$ cat config.mk
export PLATFORM = sky130hd
export DESIGN_NAME = pam_port_abc_mux
export DESIGN_NICKNAME = d
export VERILOG_FILES = /design/src/design/pam_pkg.sv /design/src/design/pam_sync.sv /design/src/design/pam_port_abc_mux.sv
export SDC_FILE = /design/constraint.sdc
export NUM_CORES = 1
export LEC_CHECK = 0
export ABC_AREA = 1
export BUFFER_PORTS_ARGS = -buffer_cell sky130_fd_sc_hd__buf_4
export CAP_MARGIN = 0
export CELL_PAD_IN_SITES_DETAIL_PLACEMENT = 0
export CELL_PAD_IN_SITES_GLOBAL_PLACEMENT = 1
export CORE_AREA = 5 5 89 91
export DETAILED_ROUTE_END_ITERATION = 8
export DIE_AREA = 0 0 94 96
export HOLD_SLACK_MARGIN = 0.12
export PLACE_DENSITY_LB_ADDON = 0.1
export REMOVE_ABC_BUFFERS = 1
export SLEW_MARGIN = 5
export SYNTH_ARGS = -nofsm -noshare
export SYNTH_HDL_FRONTEND = slang
export SYNTH_SLANG_ARGS = --single-unit
export TNS_END_PERCENT = 30
$ cat constraint.sdc
create_clock -name clk_in -period 2.5 [get_ports clk_in]
set_clock_uncertainty 0.15 [all_clocks]
set_input_delay 0.375 -clock clk_in [delete_from_list [all_inputs] [get_ports clk_in]]
set_output_delay 0.375 -clock clk_in [all_outputs]
set_load 0.005 [all_outputs]
$ cat src/design/pam_pkg.sv
// Constants and types shared by the port A/B/C pin multiplexer.
// Assumes one 50 MHz core clock; configuration arrives as plain ports.
`default_nettype none

package pam_pkg;

  localparam int PAM_CFG_WIDTH    = 8;
  localparam int PAM_PA_WIDTH     = 2;
  localparam int PAM_PB_WIDTH     = 8;
  localparam int PAM_PC_WIDTH     = 3;
  localparam int PAM_STROBE_WIDTH = 4;

  // Bit positions within the configuration words.
  localparam int PAM_POL_COMMIT_BIT = 5;
  localparam int PAM_PA_ALT_BIT     = 7;
  localparam int PAM_EP_WORD_BIT    = 0;

  // Layout of the synchroniser vector: PA6, PA7, PB[7:0], PC[2:0].
  localparam int PAM_SYNC_PA6    = 0;
  localparam int PAM_SYNC_PA7    = 1;
  localparam int PAM_SYNC_PB_LSB = 2;
  localparam int PAM_SYNC_PC_LSB = 10;
  localparam int PAM_SYNC_WIDTH  = 13;

  // Output enables are active low: low means the pin is driven.
  localparam logic PAM_OE_N_DRIVE   = 1'b0;
  localparam logic PAM_OE_N_RELEASE = 1'b1;

  typedef enum logic [1:0] {
    PAM_MODE_PORTS    = 2'h0,
    PAM_MODE_RESERVED = 2'h1,
    PAM_MODE_WAVEFORM = 2'h2,
    PAM_MODE_FIFO     = 2'h3
  } pam_mode_type;

  typedef enum logic [1:0] {
    PAM_PA7_PORT = 2'h0,
    PAM_PA7_FLAG = 2'h1,
    PAM_PA7_CS   = 2'h3
  } pam_pa7_fn_type;

  typedef enum logic [1:0] {
    PAM_FLAG_EMPTY = 2'h0,
    PAM_FLAG_FULL  = 2'h1,
    PAM_FLAG_PROG  = 2'h3
  } pam_flag_sel_type;

endpackage

`default_nettype wire

$ cat src/design/pam_sync.sv
// Two-flop synchroniser bank for the multiplexed pin inputs.
// Assumes the pins are asynchronous to clk_in.
`default_nettype none

module pam_sync #(
  parameter int WIDTH = 1
) (
  input  wire logic             clk_in,     // Core clock.
  input  wire logic             reset_n_in, // Async reset, active low.
  input  wire logic [WIDTH-1:0] async_in,   // Raw pin levels.
  output logic      [WIDTH-1:0] sync_out    // Levels on clk_in.
);

  logic [WIDTH-1:0] meta_q;
  logic [WIDTH-1:0] meta_d;
  logic [WIDTH-1:0] sync_q;
  logic [WIDTH-1:0] sync_d;

  always_comb begin
    meta_d = async_in;
    sync_d = meta_q;
  end

  always_ff @(posedge clk_in or negedge reset_n_in) begin
    if (!reset_n_in) begin
      meta_q <= '0;
      sync_q <= '0;
    end else begin
      meta_q <= meta_d;
      sync_q <= sync_d;
    end
  end

  assign sync_out = sync_q;

endmodule

`default_nettype wire

$ cat src/design/pam_port_abc_mux.sv
// Pin multiplexer for port A bits 6-7, port B and port C bits 0-2.
// Assumes configuration and engine signals are on clk_in; pins are not.
// Overview of operation
// - PA6 is a port bit or packet-commit input, by the interface mode.
// - An asserted packet-commit input commits the current FIFO packet while chip select permits.
// - Polarity bit 5 sets the active level of packet commit.
// - PA7 is port bit, flag D or chip select by mode and alt bit 7.
// - As flag D, PA7 is driven with a selectable FIFO condition.
// - With chip select in use, strobes count only while it is low.
// - All port B pins switch between port bits and FIFO data low byte.
// - As FIFO data, port B pins work in both directions.
// - Each of PC0-PC2 follows its own port C alternate bit.
// - A PC pin in address function is a driven output of that bit.
// - In port function every pin drives, reads or floats as GPIO.
// - Port D is the upper data byte only in bus mode and word-wide.
`default_nettype none

module pam_port_abc_mux
  import pam_pkg::*;
(
  input  wire logic                    clk_in,                      // Clock.
  input  wire logic                    reset_n_in,                  // Reset.
  input  wire logic [1:0]              interface_mode_config_in,    // Mode.
  input  wire logic [pam_pkg::PAM_CFG_WIDTH-1:0]
                                       fifo_pin_polarity_config_in, // Pol.
  input  wire logic [pam_pkg::PAM_CFG_WIDTH-1:0]
                                       port_a_alt_config_in,        // PA alt.
  input  wire logic [pam_pkg::PAM_CFG_WIDTH-1:0]
                                       port_c_alt_config_in,        // PC alt.
  input  wire logic [pam_pkg::PAM_CFG_WIDTH-1:0]
                                       endpoint_fifo_config_in,     // EP cfg.
  input  wire logic [1:0]              flag_d_select_in,            // Flag.
  input  wire logic                    fifo_empty_in,               // Empty.
  input  wire logic                    fifo_full_in,                // Full.
  input  wire logic                    fifo_prog_level_in,          // Level.
  input  wire logic [pam_pkg::PAM_PA_WIDTH-1:0]
                                       port_a_data_in,              // PA6/7.
  input  wire logic [pam_pkg::PAM_PA_WIDTH-1:0]
                                       port_a_drive_in,             // PA dir.
  input  wire logic [pam_pkg::PAM_PB_WIDTH-1:0]
                                       port_b_data_in,              // PB out.
  input  wire logic [pam_pkg::PAM_PB_WIDTH-1:0]
                                       port_b_drive_in,             // PB dir.
  input  wire logic [pam_pkg::PAM_PC_WIDTH-1:0]
                                       port_c_data_in,              // PC out.
  input  wire logic [pam_pkg::PAM_PC_WIDTH-1:0]
                                       port_c_drive_in,             // PC dir.
  input  wire logic [pam_pkg::PAM_PB_WIDTH-1:0]
                                       fifo_data_bus_in,            // To pins.
  input  wire logic                    fifo_data_drive_in,          // Drive.
  input  wire logic [pam_pkg::PAM_PC_WIDTH-1:0]
                                       waveform_if_addr_in,         // Addr.
  input  wire logic [pam_pkg::PAM_STROBE_WIDTH-1:0]
                                       fifo_strobes_in,             // Strobes.
  input  wire logic                    port_a_bit6_in,              // Pin.
  output logic                         port_a_bit6_out,             // Pin.
  output logic                         port_a_bit6_oe_n_out,        // Pin OE.
  input  wire logic                    port_a_bit7_in,              // Pin.
  output logic                         port_a_bit7_out,             // Pin.
  output logic                         port_a_bit7_oe_n_out,        // Pin OE.
  input  wire logic [pam_pkg::PAM_PB_WIDTH-1:0]
                                       port_b_pin_in,               // Pins.
  output logic      [pam_pkg::PAM_PB_WIDTH-1:0]
                                       port_b_pin_out,              // Pins.
  output logic      [pam_pkg::PAM_PB_WIDTH-1:0]
                                       port_b_oe_n_out,             // Pin OE.
  input  wire logic [pam_pkg::PAM_PC_WIDTH-1:0]
                                       port_c_pin_in,               // Pins.
  output logic      [pam_pkg::PAM_PC_WIDTH-1:0]
                                       port_c_pin_out,              // Pins.
  output logic      [pam_pkg::PAM_PC_WIDTH-1:0]
                                       port_c_oe_n_out,             // Pin OE.
  output logic      [pam_pkg::PAM_PA_WIDTH-1:0]
                                       port_a_read_out,             // PA read.
  output logic      [pam_pkg::PAM_PB_WIDTH-1:0]
                                       port_b_read_out,             // PB read.
  output logic      [pam_pkg::PAM_PC_WIDTH-1:0]
                                       port_c_read_out,             // PC read.
  output logic      [pam_pkg::PAM_PB_WIDTH-1:0]
                                       fifo_data_bus_out,           // From pin.
  output logic                         packet_commit_out,           // Pulse.
  output logic                         slave_selected_out,          // CS ok.
  output logic      [pam_pkg::PAM_STROBE_WIDTH-1:0]
                                       gated_strobes_out,           // Gated.
  output logic                         port_d_upper_sel_out         // PD bus.
);

  import pam_pkg::*;

  function automatic logic is_bus_mode(input pam_mode_type mode);
    is_bus_mode = (mode == PAM_MODE_WAVEFORM) || (mode == PAM_MODE_FIFO);
  endfunction

  logic [PAM_SYNC_WIDTH-1:0] sync_w;

  pam_sync #(
    .WIDTH (PAM_SYNC_WIDTH)
  ) u_sync (
    .clk_in     (clk_in),
    .reset_n_in (reset_n_in),
    .async_in   ({port_c_pin_in, port_b_pin_in, port_a_bit7_in,
                  port_a_bit6_in}),
    .sync_out   (sync_w)
  );

  // Configuration state.
  pam_mode_type                 mode_q,   mode_d;
  pam_pa7_fn_type               pa7_fn_q, pa7_fn_d;
  logic [PAM_PC_WIDTH-1:0]      pc_alt_q, pc_alt_d;
  logic                         pol_q,    pol_d;
  logic                         word_q,   word_d;

  // Registered config starts in port mode, so every pin is plain GPIO.
  always_comb begin
    mode_d   = pam_mode_type'(interface_mode_config_in);
    pc_alt_d = port_c_alt_config_in[PAM_PC_WIDTH-1:0];
    pol_d    = fifo_pin_polarity_config_in[PAM_POL_COMMIT_BIT];
    word_d   = endpoint_fifo_config_in[PAM_EP_WORD_BIT];
    pa7_fn_d = PAM_PA7_PORT;
    if (mode_d == PAM_MODE_FIFO) begin
      pa7_fn_d = port_a_alt_config_in[PAM_PA_ALT_BIT] ? PAM_PA7_CS
                                                      : PAM_PA7_FLAG;
    end
  end

  always_ff @(posedge clk_in or negedge reset_n_in) begin
    if (!reset_n_in) begin
      mode_q   <= PAM_MODE_PORTS;
      pa7_fn_q <= PAM_PA7_PORT;
      pc_alt_q <= '0;
      pol_q    <= 1'b0;
      word_q   <= 1'b0;
    end else begin
      mode_q   <= mode_d;
      pa7_fn_q <= pa7_fn_d;
      pc_alt_q <= pc_alt_d;
      pol_q    <= pol_d;
      word_q   <= word_d;
    end
  end

  // Pin drive state.
  logic                    pa6_q,    pa6_d;
  logic                    pa6_oe_q, pa6_oe_d;
  logic                    pa7_q,    pa7_d;
  logic                    pa7_oe_q, pa7_oe_d;
  logic [PAM_PB_WIDTH-1:0] pb_q,     pb_d;
  logic [PAM_PB_WIDTH-1:0] pb_oe_q,  pb_oe_d;
  logic [PAM_PC_WIDTH-1:0] pc_q,     pc_d;
  logic [PAM_PC_WIDTH-1:0] pc_oe_q,  pc_oe_d;
  logic                    flag_val;
  logic                    sel_q;

  always_comb begin
    unique case (flag_d_select_in)
      PAM_FLAG_EMPTY: flag_val = fifo_empty_in;
      PAM_FLAG_FULL:  flag_val = fifo_full_in;
      PAM_FLAG_PROG:  flag_val = fifo_prog_level_in;
      default:        flag_val = 1'b0;
    endcase

    pa6_d    = port_a_data_in[0];
    pa6_oe_d = ~port_a_drive_in[0];
    if (mode_q == PAM_MODE_FIFO) begin
      pa6_oe_d = PAM_OE_N_RELEASE;
    end

    unique case (pa7_fn_q)
      PAM_PA7_PORT: begin
        pa7_d    = port_a_data_in[1];
        pa7_oe_d = ~port_a_drive_in[1];
      end
      PAM_PA7_FLAG: begin
        pa7_d    = flag_val;
        pa7_oe_d = PAM_OE_N_DRIVE;
      end
      PAM_PA7_CS: begin
        pa7_d    = 1'b0;
        pa7_oe_d = PAM_OE_N_RELEASE;
      end
      default: begin
        pa7_d    = 1'b0;
        pa7_oe_d = PAM_OE_N_RELEASE;
      end
    endcase

    // The engine's drive request is honoured only while chip select
    // permits, so a deselected device never fights another on the bus.
    if (is_bus_mode(mode_q)) begin
      pb_d    = fifo_data_bus_in;
      pb_oe_d = {PAM_PB_WIDTH{~(fifo_data_drive_in & sel_q)}};
    end else begin
      pb_d    = port_b_data_in;
      pb_oe_d = ~port_b_drive_in;
    end

    for (int i = 0; i < PAM_PC_WIDTH; i++) begin
      if (pc_alt_q[i]) begin
        pc_d[i]    = waveform_if_addr_in[i];
        pc_oe_d[i] = PAM_OE_N_DRIVE;
      end else begin
        pc_d[i]    = port_c_data_in[i];
        pc_oe_d[i] = ~port_c_drive_in[i];
      end
    end
  end

  always_ff @(posedge clk_in or negedge reset_n_in) begin
    if (!reset_n_in) begin
      pa6_q    <= 1'b0;
      pa6_oe_q <= PAM_OE_N_RELEASE;
      pa7_q    <= 1'b0;
      pa7_oe_q <= PAM_OE_N_RELEASE;
      pb_q     <= '0;
      pb_oe_q  <= {PAM_PB_WIDTH{PAM_OE_N_RELEASE}};
      pc_q     <= '0;
      pc_oe_q  <= {PAM_PC_WIDTH{PAM_OE_N_RELEASE}};
    end else begin
      pa6_q    <= pa6_d;
      pa6_oe_q <= pa6_oe_d;
      pa7_q    <= pa7_d;
      pa7_oe_q <= pa7_oe_d;
      pb_q     <= pb_d;
      pb_oe_q  <= pb_oe_d;
      pc_q     <= pc_d;
      pc_oe_q  <= pc_oe_d;
    end
  end

  // Slave FIFO control state.
  logic                        sel_d;
  logic                        act_q,    act_d;
  logic                        commit_q, commit_d;
  logic [PAM_STROBE_WIDTH-1:0] strb_q,   strb_d;
  logic                        pd_q,     pd_d;

  always_comb begin
    // Chip select is active low; without that function always selected.
    sel_d    = (pa7_fn_q != PAM_PA7_CS) |
               ~sync_w[PAM_SYNC_PA7];
    act_d    = (mode_q == PAM_MODE_FIFO) &&
               (sync_w[PAM_SYNC_PA6] == pol_q);
    // One pulse per selected assertion; a level held at the active polarity commits only once.
    commit_d = act_d & ~act_q & sel_q;
    strb_d   = fifo_strobes_in & {PAM_STROBE_WIDTH{sel_q}};
    pd_d     = is_bus_mode(mode_q) & word_q;
  end

  always_ff @(posedge clk_in or negedge reset_n_in) begin
    if (!reset_n_in) begin
      sel_q    <= 1'b1;
      act_q    <= 1'b0;
      commit_q <= 1'b0;
      strb_q   <= '0;
      pd_q     <= 1'b0;
    end else begin
      sel_q    <= sel_d;
      act_q    <= act_d;
      commit_q <= commit_d;
      strb_q   <= strb_d;
      pd_q     <= pd_d;
    end
  end

  assign port_a_bit6_out      = pa6_q;
  assign port_a_bit6_oe_n_out = pa6_oe_q;
  assign port_a_bit7_out      = pa7_q;
  assign port_a_bit7_oe_n_out = pa7_oe_q;
  assign port_b_pin_out       = pb_q;
  assign port_b_oe_n_out      = pb_oe_q;
  assign port_c_pin_out       = pc_q;
  assign port_c_oe_n_out      = pc_oe_q;
  assign port_a_read_out      = sync_w[PAM_SYNC_PA7:PAM_SYNC_PA6];
  assign port_b_read_out      =
    sync_w[PAM_SYNC_PB_LSB +: PAM_PB_WIDTH];
  assign port_c_read_out      =
    sync_w[PAM_SYNC_PC_LSB +: PAM_PC_WIDTH];
  assign fifo_data_bus_out    =
    sync_w[PAM_SYNC_PB_LSB +: PAM_PB_WIDTH];
  assign packet_commit_out    = commit_q;
  assign slave_selected_out   = sel_q;
  assign gated_strobes_out    = strb_q;
  assign port_d_upper_sel_out = pd_q;
endmodule

`default_nettype wire

# == Word-level counts from Yosys, hierarchy flattened ==
# Index checks and enable logic that the tools add are counted.
# word_totals
reg_bits,69
latch_bits,0
ramBits,0
rom_bits,0
input_bits,96
output_inout_bits,54
elab_cells,61
memories,0
# classes
addsub,0
multipliers,0
div_mod_pow,0
order_cmp,0
n_eq_ne,8
n_shift,0
muxes,14
n_bitwise,15
reduce_logical,4
# op_table
op,count
$mux W8,2
$eq A2 B2 Y1 const B,4
$not A1 Y1,8
$not A8 Y8,1
$mux W1,7
$and A1 B1 Y1,4
$and A4 B4 Y4,1
$eq A2 B1 Y1 const B,2
$logic_not A2 Y1,2
$mux W2,2
$pmux W1 S2,2
$pmux W1 S3,1
$ne A2 B2 Y1 const B,1
$eq A1 B1 Y1,1
$logic_and A1 B1 Y1,1
$logic_or A1 B1 Y1,1
$or A1 B1 Y1,1

# == Longest topological paths before layout ==
# depth
depth_word,4
mapped_depth,5
depth_no_buf,5

# == Hierarchy ==
# From an unflattened synthesis, not the netlist that was laid out.
# hier_totals
hier_cells,143
area_unflattened_um2,2185.8
# modules_own_cells
mod,n_inst,cells_each,area_per_inst_um2,seq_area_each_um2
pam_port_abc_mux,1,117,1535.2,1093.5
pam_sync,1,26,650.6,650.6

# == Worst setup path before layout ==
# No wires, ideal clock.
# synth_timing
path_type,reg-to-output
start,"reg sel_q, in the netlist slave_selected_out"
end,out slave_selected_out
t_arrival_ps,552
slack_ps,1423
stages_incl_launch_ff,1
cell_sequence,dfstp_2
# synth_lines
element,line_no,source
start: declaration,pam_port_abc_mux.sv:152,logic sel_q;
start signal: assignment,pam_port_abc_mux.sv:257,sel_q <= sel_d;
end: declaration,pam_port_abc_mux.sv:82,"output logic slave_selected_out,"
# No word-level cell between the ends.

# == Worst setup path after layout ==
# layout_timing
start,reg mode_q[1]
end,"reg pb_q[4], in the netlist port_b_pin_out[4]"
# layout_via
elab_chain_len,3
word_cells_on_any_way,4
classes_between,2 x eq/ne; 1 x mux; 1 x reduce/logical
# layout_lines
element,line_no,source
start: declaration,pam_port_abc_mux.sv:107,"pam_mode_type mode_q, mode_d;"
start signal: assignment,pam_port_abc_mux.sv:134,mode_q <= mode_d;
$eq A2 B2 Y1,pam_port_abc_mux.sv:91,is_bus_mode = (mode == PAM_MODE_WAVEFORM) || (mode == PAM_MODE_FIFO);
$logic_or A1 B1 Y1 *,pam_port_abc_mux.sv:91,
$mux W8 *,pam_port_abc_mux.sv:189,if (is_bus_mode(mode_q)) begin
named net pb_d[4],pam_port_abc_mux.sv:147,"logic [PAM_PB_WIDTH-1:0] pb_q, pb_d;"
end signal: assignment,pam_port_abc_mux.sv:223,pb_q <= pb_d;
end: declaration,pam_port_abc_mux.sv:147,
# Mark *: on every way through the listed nets, which the timed path passes. The rest lies on a longest branch.

==> metrics.cfg <==
[clock_network]
path_clk_slew_ns=0.06
clock-sinks=69
h-tree-depth=3
clk_latency_ns=0.32
cts_tree=built
cts_buffers=9
cts_buffer_depth=2
post-cts-setup-buffers=0
cts-root-buf=clkbuf_8

[finish]
final-seq-area_mm2=0.00174
postLayoutCellArea_mm2=0.00389
diodes=0
instances_no_fill=426
fin_nets=419
drive_gt1_share_pct=50.5
synthToLayoutAreaGrowth_pct=78.1
fillers=616
multi_input_area_um2=307

[drt]
firstDrtPassIters=3
wl_per_cell_um=12.6
ant_nets=0
wirelength_um=5360
drt_iter0_drc=18
post-route-drc-count=0
via_count=1630
vias_per_cell=3.83

[global_routing]
grt_pass1_vias=1871
grt_pass1_wl_um=8400
grt.overflow.total=0
track_usage_pct=12.4
grt_max_degree=70
grt_antenna_before_repair=0

[place]
place.gp.congestion=0.627
dpl.hpwl_um=3690
port_buffers=123
dp_cells=356
post_dp_cell_area_mm2=0.00316

[synthesis]
synth_edf_count=0
post_synth.cell_area_avg_um2=15.3
ys.flop_type=dfrtp_1
synthTopCellsByArea=dfrtp_1, dfstp_2, mux2_2
synth_most_common_cell=dfrtp_1
synth_seq_area_share_pct=79.8
synth.distinct_cells=12
synth-seq-cells=69
synth_top_area_share_pct=63.0
synth-async-reset-ratio_pct=100
syn-cell-area_mm2=0.00219
synth_largest_area_cell=dfrtp_1
synthCells=143
synth_warnings=0
synth_commonest_cells=dfrtp_1, nand2_1, dfstp_2, inv_1, mux2_2

[power]
ir_drop_mv=0.341
cellPowerDensity_mw_per_mm2=612
leakagePower_nw=1.94

[die]
io_pins=150
start_util_pct=31.0
row_count=31
die_area_mm2=0.00902
dieWidth_um=94
die_h_um=96
core_area_mm2=0.00706

[timing]
final.setup.tns_ns=0
period_minus_slack_ns=1.92
maxSlewHeadroom_pct=43.7
fmax_mhz=521
drv_slew=0
rsz0062_at_grt=no
hold_ws_ns=0.144
setup_viol=0
worst_pin_slew_ns=0.845
hold_viol=0
fin_crit_sh_pct=76.8

[worst_setup_path]
cp_cell_sequence=mux2_2 -> dlygate4sd3_1
cp_num_buf_inv=1
cp_slowest_cell=dfrtp_1
end_kind=flip-flop
arrival_ns=1.97
critPathKind=flip-flop to flip-flop
slowest_delay_ns=0.70
crit_family=flip-flops
required_ns=2.55
cp_max_fo=11
cp-start-kind=flip-flop

[status]
outcome=finished clean

[flow_run]
max_cap_viol_count=0

[min_path]
hp-class=input pin to flip-flop

[cell usage in the layout (no fill, tap or decap), types with 3 or more instances in the layout]
cell | Yosys | layout
o21ai_0 | 9 | 9
nor2_1 | 6 | 6
dfrtp_1 | 55 | 55
nand3_1 | 4 | 4
mux2_2 | 11 | 11
nand2_1 | 16 | 16
dfstp_2 | 14 | 14
inv_1 | 14 | 14
clkbuf_1 | 0 | 3
clkbuf_8 | 0 | 10
dlygate4sd3_1 | 0 | 55
buf_4 | 8 | 124
[registers in the layout (all words and copies together), names as in the netlist]
signal / flops
word_q: 1
pc_alt_q: 3
port_b_pin_out: 8
packet_commit_out: 1
port_c_pin_out: 3
pol_q: 1
pa7_fn_q: 2
slave_selected_out: 1
port_a_bit6_oe_n_out: 1
port_a_bit6_out: 1
gated_strobes_out: 4
port_a_bit7_out: 1
act_q: 1
port_d_upper_sel_out: 1
u_sync.sync_out: 13
mode_q: 2
u_sync.meta_q: 13
port_b_oe_n_out: 8
port_a_bit7_oe_n_out: 1
port_c_oe_n_out: 3
[metal layers]
layer	track usage [%]	share of wire, %	vias up
li1	-	-	795
met1	12.2	35	767
met2	23.0	55	62
met3	4.85	8.3	6
met4	5.42	1.2	0
met5	0	0	-
[stage by stage]
step	power (mW)	setup WS, ns	utilization (%)
floorplan	1.28	1.18	-
global placement	1.48	1.13	44.7
detailed placement	1.49	1.11	44.7
CTS	2.44	0.567	55.1
global route	2.51	0.512	55.1
finish	2.38	0.580	55.1
[report_power, final]
group / internal, mW / switching [mW]
logic: 0.213 / 0.100
registers: 1.19 / 0.0253
clock network: 0.483 / 0.368
[path summary, 6_finish.rpt]
check / cells after the start / to / slack, ns / from
setup / recovery: 2 / port_b_pin_out[4] / 0.58 / mode_q[1]
hold / removal: 2 / port_b_pin_out[1] / 0.14 / fifo_data_bus_in[1]
setup reg to reg: 2 / port_b_pin_out[4] / 0.58 / mode_q[1]
hold reg to reg: 0 / u_sync.sync_out[0] / 0.20 / u_sync.meta_q[0]
max in group asynchronous: 2 / mode_q[1] / 1.09 / reset_n_in
min in group asynchronous: 2 / port_c_pin_out[1] / 0.56 / reset_n_in
[layout make-up]
class | count | share of cell area (%)
Tap cell | 99 | 3.18
Sequential cell | 69 | 44.8
Clock inverter | 2 | 0.900
Timing Repair Buffer | 179 | 38.1
Multi-Input combinational cell | 50 | 7.88
Clock buffer | 13 | 3.83
Inverter | 14 | 1.35
[repair_timing]
| action | 4_1_cts | 5_1_grt |
|---|---|---|
| gates resized for setup | 0 | 0 |
| hold buffers | 55 | 0 |
| endpoints found under the hold margin | 103 | 0 |
[kinds of logic (layout without fill, tap and decap cells)]
logic type / Yosys count / in the layout / share of synthesized area (%)
buffers and inverters: 24 / 208 / 6.18
flip-flops: 69 / 69 / 79.8
AND/OR/NAND/NOR: 30 / 30 / 6.30
AO/OA/AOI/OAI: 9 / 9 / 2.06
multiplexers: 11 / 11 / 5.67
Note: power is estimated with default switching activity, not from simulation.
